==> src/twm_ctl_regs.svh <==
/*
 * Register offsets, field positions and reset values of the two-wire
 * master control slice. Assumes byte addressing on a 32-bit APB.
 */
`ifndef TWM_CTL_REGS_SVH
`define TWM_CTL_REGS_SVH

`define OFS_INTERRUPT_LEVEL 12'h300
`define OFS_INTERRUPT_SET 12'h304
`define OFS_INTERRUPT_DISABLE 12'h308
`define OFS_EVENT_STATUS 12'h310
`define OFS_ERROR_SOURCE 12'h4C4
`define OFS_PERIPHERAL_ENABLE 12'h500

`define BIT_HALTED 0
`define BIT_ERROR 1
`define BIT_PAUSED 9
`define BIT_RX_BEGAN 19
`define BIT_TX_BEGAN 20
`define BIT_FINAL_RX 23
`define BIT_FINAL_TX 24

`define BIT_OVERRUN 0
`define BIT_ADDR_REFUSED 1
`define BIT_DATA_REFUSED 2

`define EVENT_MASK 32'h01980203
`define ERROR_MASK 32'h00000007
`define ENABLE_WIDTH 4
`define ENABLE_ON 4'h6
`define ENABLE_OFF 4'h0
`define RESET_ZERO 32'h00000000

`endif

==> src/twm_ctl_pkg.sv <==
/*
 * Types shared by the two-wire master control slice.
 * Assumes the register header is included by the user.
 */
package twm_ctl_pkg;
   typedef logic [31:0] word_t;
   typedef enum logic [1:0]
   {
      ST_IDLE = 2'b00,
      ST_ACCESS = 2'b01
   } apb_state_e;
endpackage

==> src/twm_sticky.sv <==
/*
 * Bank of sticky write-one-to-clear bits; a set wins over a clear.
 * Assumes set and clear pulses come from the same clock domain.
 */
`timescale 1ns/1ps
module twm_sticky
#(
   parameter int WIDTH = 32
)
(
   input wire logic i_clk,
   input wire logic i_rst_n,
   input wire logic [WIDTH-1:0] i_set,
   input wire logic [WIDTH-1:0] i_clr,
   output logic [WIDTH-1:0] o_bits
);
   genvar g;
   generate
      for (g = 0; g < WIDTH; g++)
      begin : g_bit
         always_ff @(posedge i_clk or negedge i_rst_n)
         begin
            if (!i_rst_n)
               o_bits[g] <= 1'b0;
            else if (i_set[g])
               o_bits[g] <= 1'b1;
            else if (i_clr[g])
               o_bits[g] <= 1'b0;
         end
      end
   endgenerate
endmodule // twm_sticky

==> src/twm_sync.sv <==
/*
 * Two-flop synchroniser for a bank of asynchronous levels.
 * Assumes inputs change no faster than a few clocks.
 */
`timescale 1ns/1ps
module twm_sync
#(
   parameter int WIDTH = 8
)
(
   input wire logic i_clk,
   input wire logic i_rst_n,
   input wire logic [WIDTH-1:0] i_async,
   output logic [WIDTH-1:0] o_sync
);
   logic [WIDTH-1:0] meta_q;

   always_ff @(posedge i_clk or negedge i_rst_n)
   begin
      if (!i_rst_n)
      begin
         meta_q <= '0;
         o_sync <= '0;
      end
      else
      begin
         meta_q <= i_async;
         o_sync <= meta_q;
      end
   end
endmodule // twm_sync

==> src/twm_ctl.sv <==
/*
 * Control and status slice of a two-wire master: interrupt enable
 * set/disable, event status, error source and peripheral enable,
 * reached over APB. Assumes the transfer engine drives the event
 * pulses from its own domain (they are resynchronised here as levels
 * that pulse high for at least two clocks and produce one edge each).
 */
// The APB register port was left to the implementer.
`timescale 1ns/1ps
`include "twm_ctl_regs.svh"
module twm_ctl
   import twm_ctl_pkg::*;
(
   input wire logic I_CLK_SYS,
   input wire logic I_RST_N,
   input wire logic PSEL,
   input wire logic PENABLE,
   input wire logic PWRITE,
   input wire logic [11:0] PADDR,
   input wire logic [31:0] PWDATA,
   output logic [31:0] PRDATA,
   output logic PREADY,
   output logic PSLVERR,
   input wire logic I_HALTED_EVENT,
   input wire logic I_PAUSED_EVENT,
   input wire logic I_RECEIVE_BEGAN_EVENT,
   input wire logic I_TRANSMIT_BEGAN_EVENT,
   input wire logic I_FINAL_RECEIVE_EVENT,
   input wire logic I_FINAL_TRANSMIT_EVENT,
   input wire logic I_OVERRUN,
   input wire logic I_ADDRESS_REFUSED,
   input wire logic I_DATA_REFUSED,
   output logic O_MASTER_ON,
   output logic O_IRQ
);
   // -----------------------------------------------------------------
   // event inputs: sync then edge detect
   // -----------------------------------------------------------------
   localparam int NEV = 9;
   // positions in the event vector; the error causes sit at the top
   localparam int EV_HALTED = 0;
   localparam int EV_PAUSED = 1;
   localparam int EV_RX_BEGAN = 2;
   localparam int EV_TX_BEGAN = 3;
   localparam int EV_FINAL_RX = 4;
   localparam int EV_FINAL_TX = 5;
   localparam int EV_OVERRUN = 6;
   localparam int EV_ADDR_REFUSED = 7;
   localparam int EV_DATA_REFUSED = 8;
   logic [NEV-1:0] ev_raw;
   logic [NEV-1:0] ev_sync;
   logic [NEV-1:0] ev_prev_q;
   logic [NEV-1:0] ev_rise;

   always_comb
   begin
      ev_raw = '0;
      ev_raw[EV_HALTED] = I_HALTED_EVENT;
      ev_raw[EV_PAUSED] = I_PAUSED_EVENT;
      ev_raw[EV_RX_BEGAN] = I_RECEIVE_BEGAN_EVENT;
      ev_raw[EV_TX_BEGAN] = I_TRANSMIT_BEGAN_EVENT;
      ev_raw[EV_FINAL_RX] = I_FINAL_RECEIVE_EVENT;
      ev_raw[EV_FINAL_TX] = I_FINAL_TRANSMIT_EVENT;
      ev_raw[EV_OVERRUN] = I_OVERRUN;
      ev_raw[EV_ADDR_REFUSED] = I_ADDRESS_REFUSED;
      ev_raw[EV_DATA_REFUSED] = I_DATA_REFUSED;
   end

   twm_sync #(.WIDTH(NEV)) u_sync
   (
      .i_clk(I_CLK_SYS),
      .i_rst_n(I_RST_N),
      .i_async(ev_raw),
      .o_sync(ev_sync)
   );

   always_ff @(posedge I_CLK_SYS or negedge I_RST_N)
   begin
      if (!I_RST_N)
         ev_prev_q <= '0;
      else
         ev_prev_q <= ev_sync;
   end

   // events are only counted while the master is switched on
   assign ev_rise = ev_sync & ~ev_prev_q & {NEV{O_MASTER_ON}};

   // -----------------------------------------------------------------
   // apb access decode
   // -----------------------------------------------------------------
   apb_state_e state_q;
   logic wr_stb;
   logic rd_stb;
   logic hit;
   logic rd_take;
   logic wr_err;
   logic wr_evt;
   logic wr_en;

   function automatic logic is_mapped(input logic [11:0] a);
      is_mapped = (a == `OFS_INTERRUPT_LEVEL)
               || (a == `OFS_INTERRUPT_SET)
               || (a == `OFS_INTERRUPT_DISABLE)
               || (a == `OFS_EVENT_STATUS)
               || (a == `OFS_ERROR_SOURCE)
               || (a == `OFS_PERIPHERAL_ENABLE);
   endfunction

   // address match only: the strobe carries the bus qualifiers, so no
   // hidden read of a module signal escapes a continuous assign
   function automatic logic wr_to(input logic [11:0] a,
                                  input logic [11:0] ofs);
      wr_to = (a == ofs);
   endfunction

   assign hit = is_mapped(PADDR);
   // pready is registered so the access phase always lasts two cycles
   assign wr_stb = PSEL && PENABLE && PWRITE && PREADY;
   assign rd_stb = PSEL && !PENABLE;
   assign rd_take = rd_stb && !PWRITE;
   assign wr_err = wr_stb && wr_to(PADDR, `OFS_ERROR_SOURCE);
   assign wr_evt = wr_stb && wr_to(PADDR, `OFS_EVENT_STATUS);
   assign wr_en = wr_stb && wr_to(PADDR, `OFS_PERIPHERAL_ENABLE);

   always_ff @(posedge I_CLK_SYS or negedge I_RST_N)
   begin
      if (!I_RST_N)
         state_q <= ST_IDLE;
      else
         unique case (state_q)
            ST_IDLE:
               if (PSEL && PENABLE)
                  state_q <= ST_ACCESS;
            ST_ACCESS:
               state_q <= ST_IDLE;
            default:
               state_q <= ST_IDLE;
         endcase
   end

   // fixed single wait state keeps the decode off the access edge
   always_ff @(posedge I_CLK_SYS or negedge I_RST_N)
   begin
      if (!I_RST_N)
      begin
         PREADY <= 1'b0;
         PSLVERR <= 1'b0;
      end
      else
      begin
         PREADY <= PSEL && PENABLE && (state_q == ST_IDLE);
         PSLVERR <= PSEL && PENABLE && (state_q == ST_IDLE) && !hit;
      end
   end

   // -----------------------------------------------------------------
   // interrupt enables
   // -----------------------------------------------------------------
   word_t inten_q;
   logic do_set;
   logic do_clr;
   logic do_lvl;

   assign do_set = wr_stb && wr_to(PADDR, `OFS_INTERRUPT_SET);
   assign do_clr = wr_stb && wr_to(PADDR, `OFS_INTERRUPT_DISABLE);
   assign do_lvl = wr_stb && wr_to(PADDR, `OFS_INTERRUPT_LEVEL);

   always_ff @(posedge I_CLK_SYS or negedge I_RST_N)
   begin
      if (!I_RST_N)
         inten_q <= `RESET_ZERO;
      else if (do_lvl)
         inten_q <= PWDATA & `EVENT_MASK;
      else if (do_set)
         inten_q <= inten_q | (PWDATA & `EVENT_MASK);
      else if (do_clr)
         inten_q <= inten_q & ~(PWDATA & `EVENT_MASK);
   end

   // -----------------------------------------------------------------
   // error source flags
   // -----------------------------------------------------------------
   word_t err_set;
   word_t err_clr;
   word_t err_bits;

   always_comb
   begin
      err_set = `RESET_ZERO;
      err_set[`BIT_OVERRUN] = ev_rise[EV_OVERRUN];
      err_set[`BIT_ADDR_REFUSED] = ev_rise[EV_ADDR_REFUSED];
      err_set[`BIT_DATA_REFUSED] = ev_rise[EV_DATA_REFUSED];
   end

   // write-one clears; set wins in the same cycle
   assign err_clr = wr_err
                    ? (PWDATA & `ERROR_MASK) : `RESET_ZERO;

   twm_sticky #(.WIDTH(32)) u_err
   (
      .i_clk(I_CLK_SYS),
      .i_rst_n(I_RST_N),
      .i_set(err_set),
      .i_clr(err_clr),
      .o_bits(err_bits)
   );

   // -----------------------------------------------------------------
   // event status
   // -----------------------------------------------------------------
   word_t evt_set;
   word_t evt_clr;
   word_t evt_bits;

   always_comb
   begin
      evt_set = `RESET_ZERO;
      evt_set[`BIT_HALTED] = ev_rise[EV_HALTED];
      evt_set[`BIT_PAUSED] = ev_rise[EV_PAUSED];
      evt_set[`BIT_RX_BEGAN] = ev_rise[EV_RX_BEGAN];
      evt_set[`BIT_TX_BEGAN] = ev_rise[EV_TX_BEGAN];
      evt_set[`BIT_FINAL_RX] = ev_rise[EV_FINAL_RX];
      evt_set[`BIT_FINAL_TX] = ev_rise[EV_FINAL_TX];
      evt_set[`BIT_ERROR] = |ev_rise[EV_DATA_REFUSED:EV_OVERRUN];
   end

   assign evt_clr = wr_evt
                    ? (PWDATA & `EVENT_MASK) : `RESET_ZERO;

   twm_sticky #(.WIDTH(32)) u_evt
   (
      .i_clk(I_CLK_SYS),
      .i_rst_n(I_RST_N),
      .i_set(evt_set),
      .i_clr(evt_clr),
      .o_bits(evt_bits)
   );

   // -----------------------------------------------------------------
   // peripheral enable
   // -----------------------------------------------------------------
   logic [`ENABLE_WIDTH-1:0] enable_q;

   always_ff @(posedge I_CLK_SYS or negedge I_RST_N)
   begin
      if (!I_RST_N)
         enable_q <= `ENABLE_OFF;
      else if (wr_en)
         enable_q <= PWDATA[`ENABLE_WIDTH-1:0];
   end

   always_ff @(posedge I_CLK_SYS or negedge I_RST_N)
   begin
      if (!I_RST_N)
         O_MASTER_ON <= 1'b0;
      else
         O_MASTER_ON <= (enable_q == `ENABLE_ON);
   end

   // -----------------------------------------------------------------
   // interrupt output
   // -----------------------------------------------------------------
   always_ff @(posedge I_CLK_SYS or negedge I_RST_N)
   begin
      if (!I_RST_N)
         O_IRQ <= 1'b0;
      else
         // level, so it stands until software clears the cause or its enable
         O_IRQ <= |(evt_bits & inten_q);
   end

   // -----------------------------------------------------------------
   // read data, captured in the setup cycle
   // -----------------------------------------------------------------
   always_ff @(posedge I_CLK_SYS or negedge I_RST_N)
   begin
      if (!I_RST_N)
         PRDATA <= `RESET_ZERO;
      else if (rd_take)
      begin
         unique case (PADDR)
            `OFS_INTERRUPT_LEVEL,
            `OFS_INTERRUPT_SET,
            `OFS_INTERRUPT_DISABLE:
               PRDATA <= inten_q;
            `OFS_EVENT_STATUS:
               PRDATA <= evt_bits;
            `OFS_ERROR_SOURCE:
               PRDATA <= err_bits & `ERROR_MASK;
            `OFS_PERIPHERAL_ENABLE:
               PRDATA <= {{(32-`ENABLE_WIDTH){1'b0}}, enable_q};
            default:
               PRDATA <= `RESET_ZERO;
         endcase
      end
   end
endmodule // twm_ctl

==> config.mk <==
export PLATFORM = sky130hd
export DESIGN_NAME = twm_ctl
export DESIGN_NICKNAME = d
export VERILOG_FILES = /design/src/twm_ctl_pkg.sv /design/src/twm_sticky.sv /design/src/twm_sync.sv /design/src/twm_ctl.sv
export VERILOG_INCLUDE_DIRS = /design/src /design/src/src
export SDC_FILE = /design/constraint.sdc
export NUM_CORES = 1
export LEC_CHECK = 0
export ABC_AREA = 1
export BUFFER_PORTS_ARGS = -buffer_cell sky130_fd_sc_hd__buf_2
export CORE_MARGIN = 3
export CORE_UTILIZATION = 52
export CTS_BUF_LIST = sky130_fd_sc_hd__clkbuf_4 sky130_fd_sc_hd__clkbuf_8
export DETAILED_ROUTE_END_ITERATION = 6
export PLACE_DENSITY = 0.8
export SLEW_MARGIN = 20
export SYNTH_ARGS = -nofsm -noshare
export SYNTH_HDL_FRONTEND = slang
export SYNTH_SLANG_ARGS = --single-unit
export TNS_END_PERCENT = 100
==> constraint.sdc <==
create_clock -name I_CLK_SYS -period 1.5 [get_ports I_CLK_SYS]
set_input_delay 0.075 -clock I_CLK_SYS [delete_from_list [all_inputs] [get_ports I_CLK_SYS]]
set_output_delay 0.075 -clock I_CLK_SYS [all_outputs]
set_load 0.02 [all_outputs]
Word level (Yosys, flattened, before mapping)
Index checks and enable logic that the tools add are counted.
{"block": "word_totals", "ff_bits": 111, "latchBits": 0, "ram_bits": 0, "rom_bits": 0, "in_bits": 58, "out_inout_bits": 36, "wordCells": 100, "mem_count": 0}
{"block": "classes", "add_sub_neg": 0, "mul": 0, "div_mod_pow": 0, "n_lt_le_gt_ge": 0, "n_eq_ne": 8, "shifts": 0, "muxes": 28, "bitwise_logic": 7, "n_reduce_logical": 36}
{"op": "$pmux 32 s4", "count": 1}
{"op": "$mux 32", "count": 3}
{"op": "$eq 12x10->1 const B", "count": 4}
{"op": "$and 25x32->32", "count": 1}
{"op": "$and 32x32->32", "count": 1}
{"op": "$not 25->32", "count": 1}
{"op": "$or 32x25->32", "count": 1}
{"op": "$reduce_or 32->1", "count": 1}
{"op": "$mux 25", "count": 1}
{"op": "$eq 12x11->1 const B", "count": 2}
{"op": "$mux 1", "count": 20}
{"op": "$reduce_bool 2->1", "count": 10}
{"op": "$and 9x9->9", "count": 2}
{"op": "$logic_and 1x1->1", "count": 13}
{"op": "$not 9->9", "count": 1}
{"op": "$reduce_or 3->1", "count": 2}
{"op": "$logic_or 1x1->1", "count": 5}
{"op": "$eq 4x3->1 const B", "count": 1}
{"op": "$mux 2", "count": 2}
{"op": "$logic_not 1->1", "count": 3}
{"op": "$mux 3", "count": 1}
{"op": "$reduce_bool 3->1", "count": 1}
{"op": "$logic_not 2->1", "count": 1}
{"op": "$ne 2x2->1 const B", "count": 1}

Logic depth before layout (Yosys ltp)
{"block": "depth", "word_depth": 8, "ltp_mapped": 10, "depth_no_buf": 10}

Hierarchy
Synthesis repeated with hierarchy kept, for this count alone.
{"block": "hier_totals", "hier_cells": 678, "hier_area_um2": 5796.8}
{"mod": "twm_ctl", "instances": 1, "cells_each": 340, "area_each_um2": 2783.9}
{"mod": "twm_sticky", "instances": 2, "cells_each": 160, "area_each_um2": 1281.2}
{"mod": "twm_sync", "instances": 1, "cells_each": 18, "area_each_um2": 450.4}

Least setup slack after synthesis
Ideal clock, no wire load.
{"block": "synth_path", "path_type": "reg-to-reg", "start": "reg PREADY", "end": "reg u_evt.o_bits[1]", "arrival_time_ps": 1111, "required_time_ps": 1379, "setup_slack_ps": 268, "stages_incl_launch_ff": 6, "n_path_buf": 0, "period_less_slack_ps": 1232, "cell_sequence": "dfrtp_1 -> nand4_2 -> nor3_4 -> nand2_1 -> nand2_1 -> nand2_1"}
{"block": "synth_between", "elab_chain_cells": 4}
{"element": "start: declaration", "line_no": "twm_ctl.sv:22", "source": "output logic PREADY,"}
{"element": "start signal: assignment", "line_no": "twm_ctl.sv:151", "source": "PREADY <= PSEL && PENABLE && (state_q == ST_IDLE);"}
{"element": "$logic_and 1x1->1", "line_no": "twm_ctl.sv:118", "source": "assign wr_stb = PSEL && PENABLE && PWRITE && PREADY;"}
{"element": "$logic_and 1x1->1", "line_no": "twm_ctl.sv:122", "source": "assign wr_evt = wr_stb && wr_to(PADDR, `OFS_EVENT_STATUS);"}
{"element": "$mux 25 (no line)"}
{"element": "$reduce_bool 2->1 (no line)"}
{"element": "end signal: indexed assignment", "line_no": "twm_sticky.sv:24", "source": "o_bits[g] <= 1'b0;"}
{"element": "end signal: indexed assignment", "line_no": "twm_sticky.sv:26", "source": "o_bits[g] <= 1'b1;"}
{"element": "end signal: indexed assignment", "line_no": "twm_sticky.sv:28", "source": "o_bits[g] <= 1'b0;"}
{"element": "end: declaration", "line_no": "twm_sticky.sv:15", "source": "output logic [WIDTH-1:0] o_bits"}
No other way between the ends.
A chain may end at the register's enable or synchronous reset.

==> impl_metrics.toml <==
[placed_design]
pre_cts_slack_ns = 0.234
finalWeightedCongestion = 0.865
dp.final_hpwl_um = 3760
dpl-instance-area_sq_um = 3010
io_buffers = 70
placed_cells_incl_taps = 408

[clocking]
post_cts_resized = 0
cts.clk_slew.worst_paths_ns = 0.07
clock_latency_ns = 0.33
cts.path.max_buffers = 2
h-tree-depth = 3
root_buffer = "clkbuf_8"
numCtsBuffers = 9
cts_tree = "yes"
clock_sinks = 63

[floorplanning]
dieArea_sq_um = 6150
std_cell_rows = 25
ios = 94
die_height_um = 78.4
core_sq_um = 4880
initial_core_util = 0.559
die_x_um = 78.4

[cells_and_area]
diodes = 0
areaGrowthSynthToFinish_pct = 24.7
final_nets = 425
final_common_cell = "nand2_1"
final_cells = 439
stdcell_area_sq_um = 3400
drive_gt1_frac = 0.301
layout_common_cells = "nand2_1 (99), buf_2 (70), dfrtp_1 (63)"
post-route-util = 0.697

[route]
firstDrtPassIters = 4
dr_wl_met3_um = 274
ant_nets = 0
top_layer_used = "met4"
met1_length_um = 2330
vias_per_cell = 4.87
wl_per_cell_um = 12.3
dr_wl_met2_um = 2720
num_vias = 2136
drt_iter0_markers = 103
drt_wl_total_um = 5390
drc = 0

[critical_path]
path_cells = "buf_2"
cp_top_family = "flip-flops"
crit_arrival_ns = 1.21
crit_required_ns = 1.42
end_kind = "output port"
critPathMaxStageDelay_ns = 0.63
crit_type = "flop to output port"
rrSetupSlack_ns = 0.23
slowest_stage = "dfrtp_1"
critPathBufInv = 1
path_max_fanout = 24
crit_path_start_kind = "flop"

[logic_synthesis]
yosysUniqueCellTypes = 26
netlist_instances = 293
yosysWarningCount = 0
synth_nets = 351
synth-seq-cells = 63
syn_area_per_cell_sq_um = 9.31
ys_seq_area_frac = 0.578
synth_area_sq_um = 2730

[flow_run]
drv_cap = 0

[pwr]
intPower_mw = 2.94
p_clk_frac = 0.475
switching_share = 0.208
irDropWorstVdd_mv = 0.868
p_leak_nw = 1.87
p_seq_frac = 0.473
power.density_nw_per_um2 = 1090
p_switching_mw = 0.772
comb_power_share = 0.052
power_mw = 3.71

[timing]
tightest_slew_ns = 0.468
fin_skew_ns = 0.00513
fin_tns_setup_ns = 0
slew_headroom = 0.686
fin_ws_ns = 0.212
fmax_ghz = 0.777
rsz0062_at_grt = "no"
worst_hold_slack_ns = 0.0144
min_period_over_period = 0.858
setup_violations = 0
period_needed_ns = 1.29
hold_viol = 0
maxSlewViolCount = 0

[worst_hold_path]
hp-class = "primary input to flop"

[run_status]
outcome = "completed"

[global_routing]
grt_overflow_total = 0
grt_pass1_vias = 1895
grt_pass1_wl_um = 8600
grt_max_degree = 64
grt.total_usage = 0.182
grt_antenna_before_repair = 0
## cells by family after synthesis
logic type / synth area share
flip-flops: 0.578
AO/OA/AOI/OAI: 0.0509
buffers and inverters: 0.0987
AND/OR/NAND/NOR: 0.272
## layer usage
metal  vias up  track usage
met5         -            0
met4         0       0.0892
met3         6       0.0367
met2        61        0.302
met1      1012        0.229
li1       1057            -
## registers in the layout (all words and copies together), names as in the netlist
| register | cells |
|---|---|
| ev_prev_q | 9 |
| inten_q | 7 |
| enable_q | 4 |
| state_q | 1 |
| u_sync.meta_q | 9 |
| O_IRQ | 1 |
| u_evt.o_bits | 7 |
| PREADY | 1 |
| u_err.o_bits | 3 |
| PSLVERR | 1 |
| O_MASTER_ON | 1 |
| PRDATA | 10 |
| u_sync.o_sync | 9 |
## worst paths after layout
path                                            startpoint                         end  cells past startpoint
worst max-delay path                PRDATA[30]$_DFFE_PN0P_                  PRDATA[18]                      1
worst min-delay path                             PWDATA[3]     enable_q[3]$_DFFE_PN0P_                      3
worst max register to register            PREADY$_DFF_PN0_     inten_q[23]$_DFFE_PN0P_                      4
worst min register to register  u_sync.meta_q[8]$_DFF_PN0_  u_sync.o_sync[8]$_DFF_PN0_                      0
max in group asynchronous                          I_RST_N      state_q[0]$_DFFE_PN0P_                      3
min in group asynchronous                          I_RST_N  u_sync.o_sync[8]$_DFF_PN0_                      3
## what timing repair did
action	4_1_cts	5_1_grt
hold endpoints to repair	77	0
hold buffers	15	0
setup buffers	0	0
## final cells by class
cell class | count | area, sq um
repair buffers | 86 | 520
well taps | 67 | 83.8
fillers | 372 | 1480
clock inverters | 6 | 109
flip-flops and latches | 63 | 1580
multi-input cells | 182 | 881
inverters | 25 | 98.8
clock buffers | 10 | 131
## synthesized netlist by cell type
master    count  area share
buf_4        22       0.061
nor3_1        3      0.0055
nand3_2       1      0.0037
inv_2         5      0.0069
nand2_2       2      0.0046
nor3_2        2      0.0073
o31ai_1       1      0.0028
a21oi_1       1      0.0018
nor3_4        1      0.0060
a221oi_1      1      0.0032
buf_2         1      0.0018
inv_1        18       0.025
nor2_1       16       0.022
nand4_1       5       0.011
o21ai_1      19       0.035
nand3_1      14       0.026
dfrtp_1      63        0.58
nand2_1      99        0.14
or3_1         1      0.0023
inv_6         1      0.0032
nor2_2        4      0.0092
nor2_4        4       0.017
nand4_2       2      0.0092
clkinv_1      1      0.0014
a21o_1        3      0.0083
nand2_4       3       0.012
## worst min-delay path: stages
cell and delay [ns]:
buf_2 0.10, nor2_1 0.09, a21oi_1 0.05
## power groups by stage
stage | registers (mW) | clock network [mW] | logic [mW]
after global placement | 1.78 | 0 | 0.159
after global routing | 1.76 | 1.87 | 0.214
after floorplan | 1.79 | 0 | 0.0489
after CTS | 1.76 | 1.79 | 0.196
after detailed placement | 1.79 | 0 | 0.164
final | 1.76 | 1.76 | 0.193
Note: power is estimated with default switching activity, not from simulation.
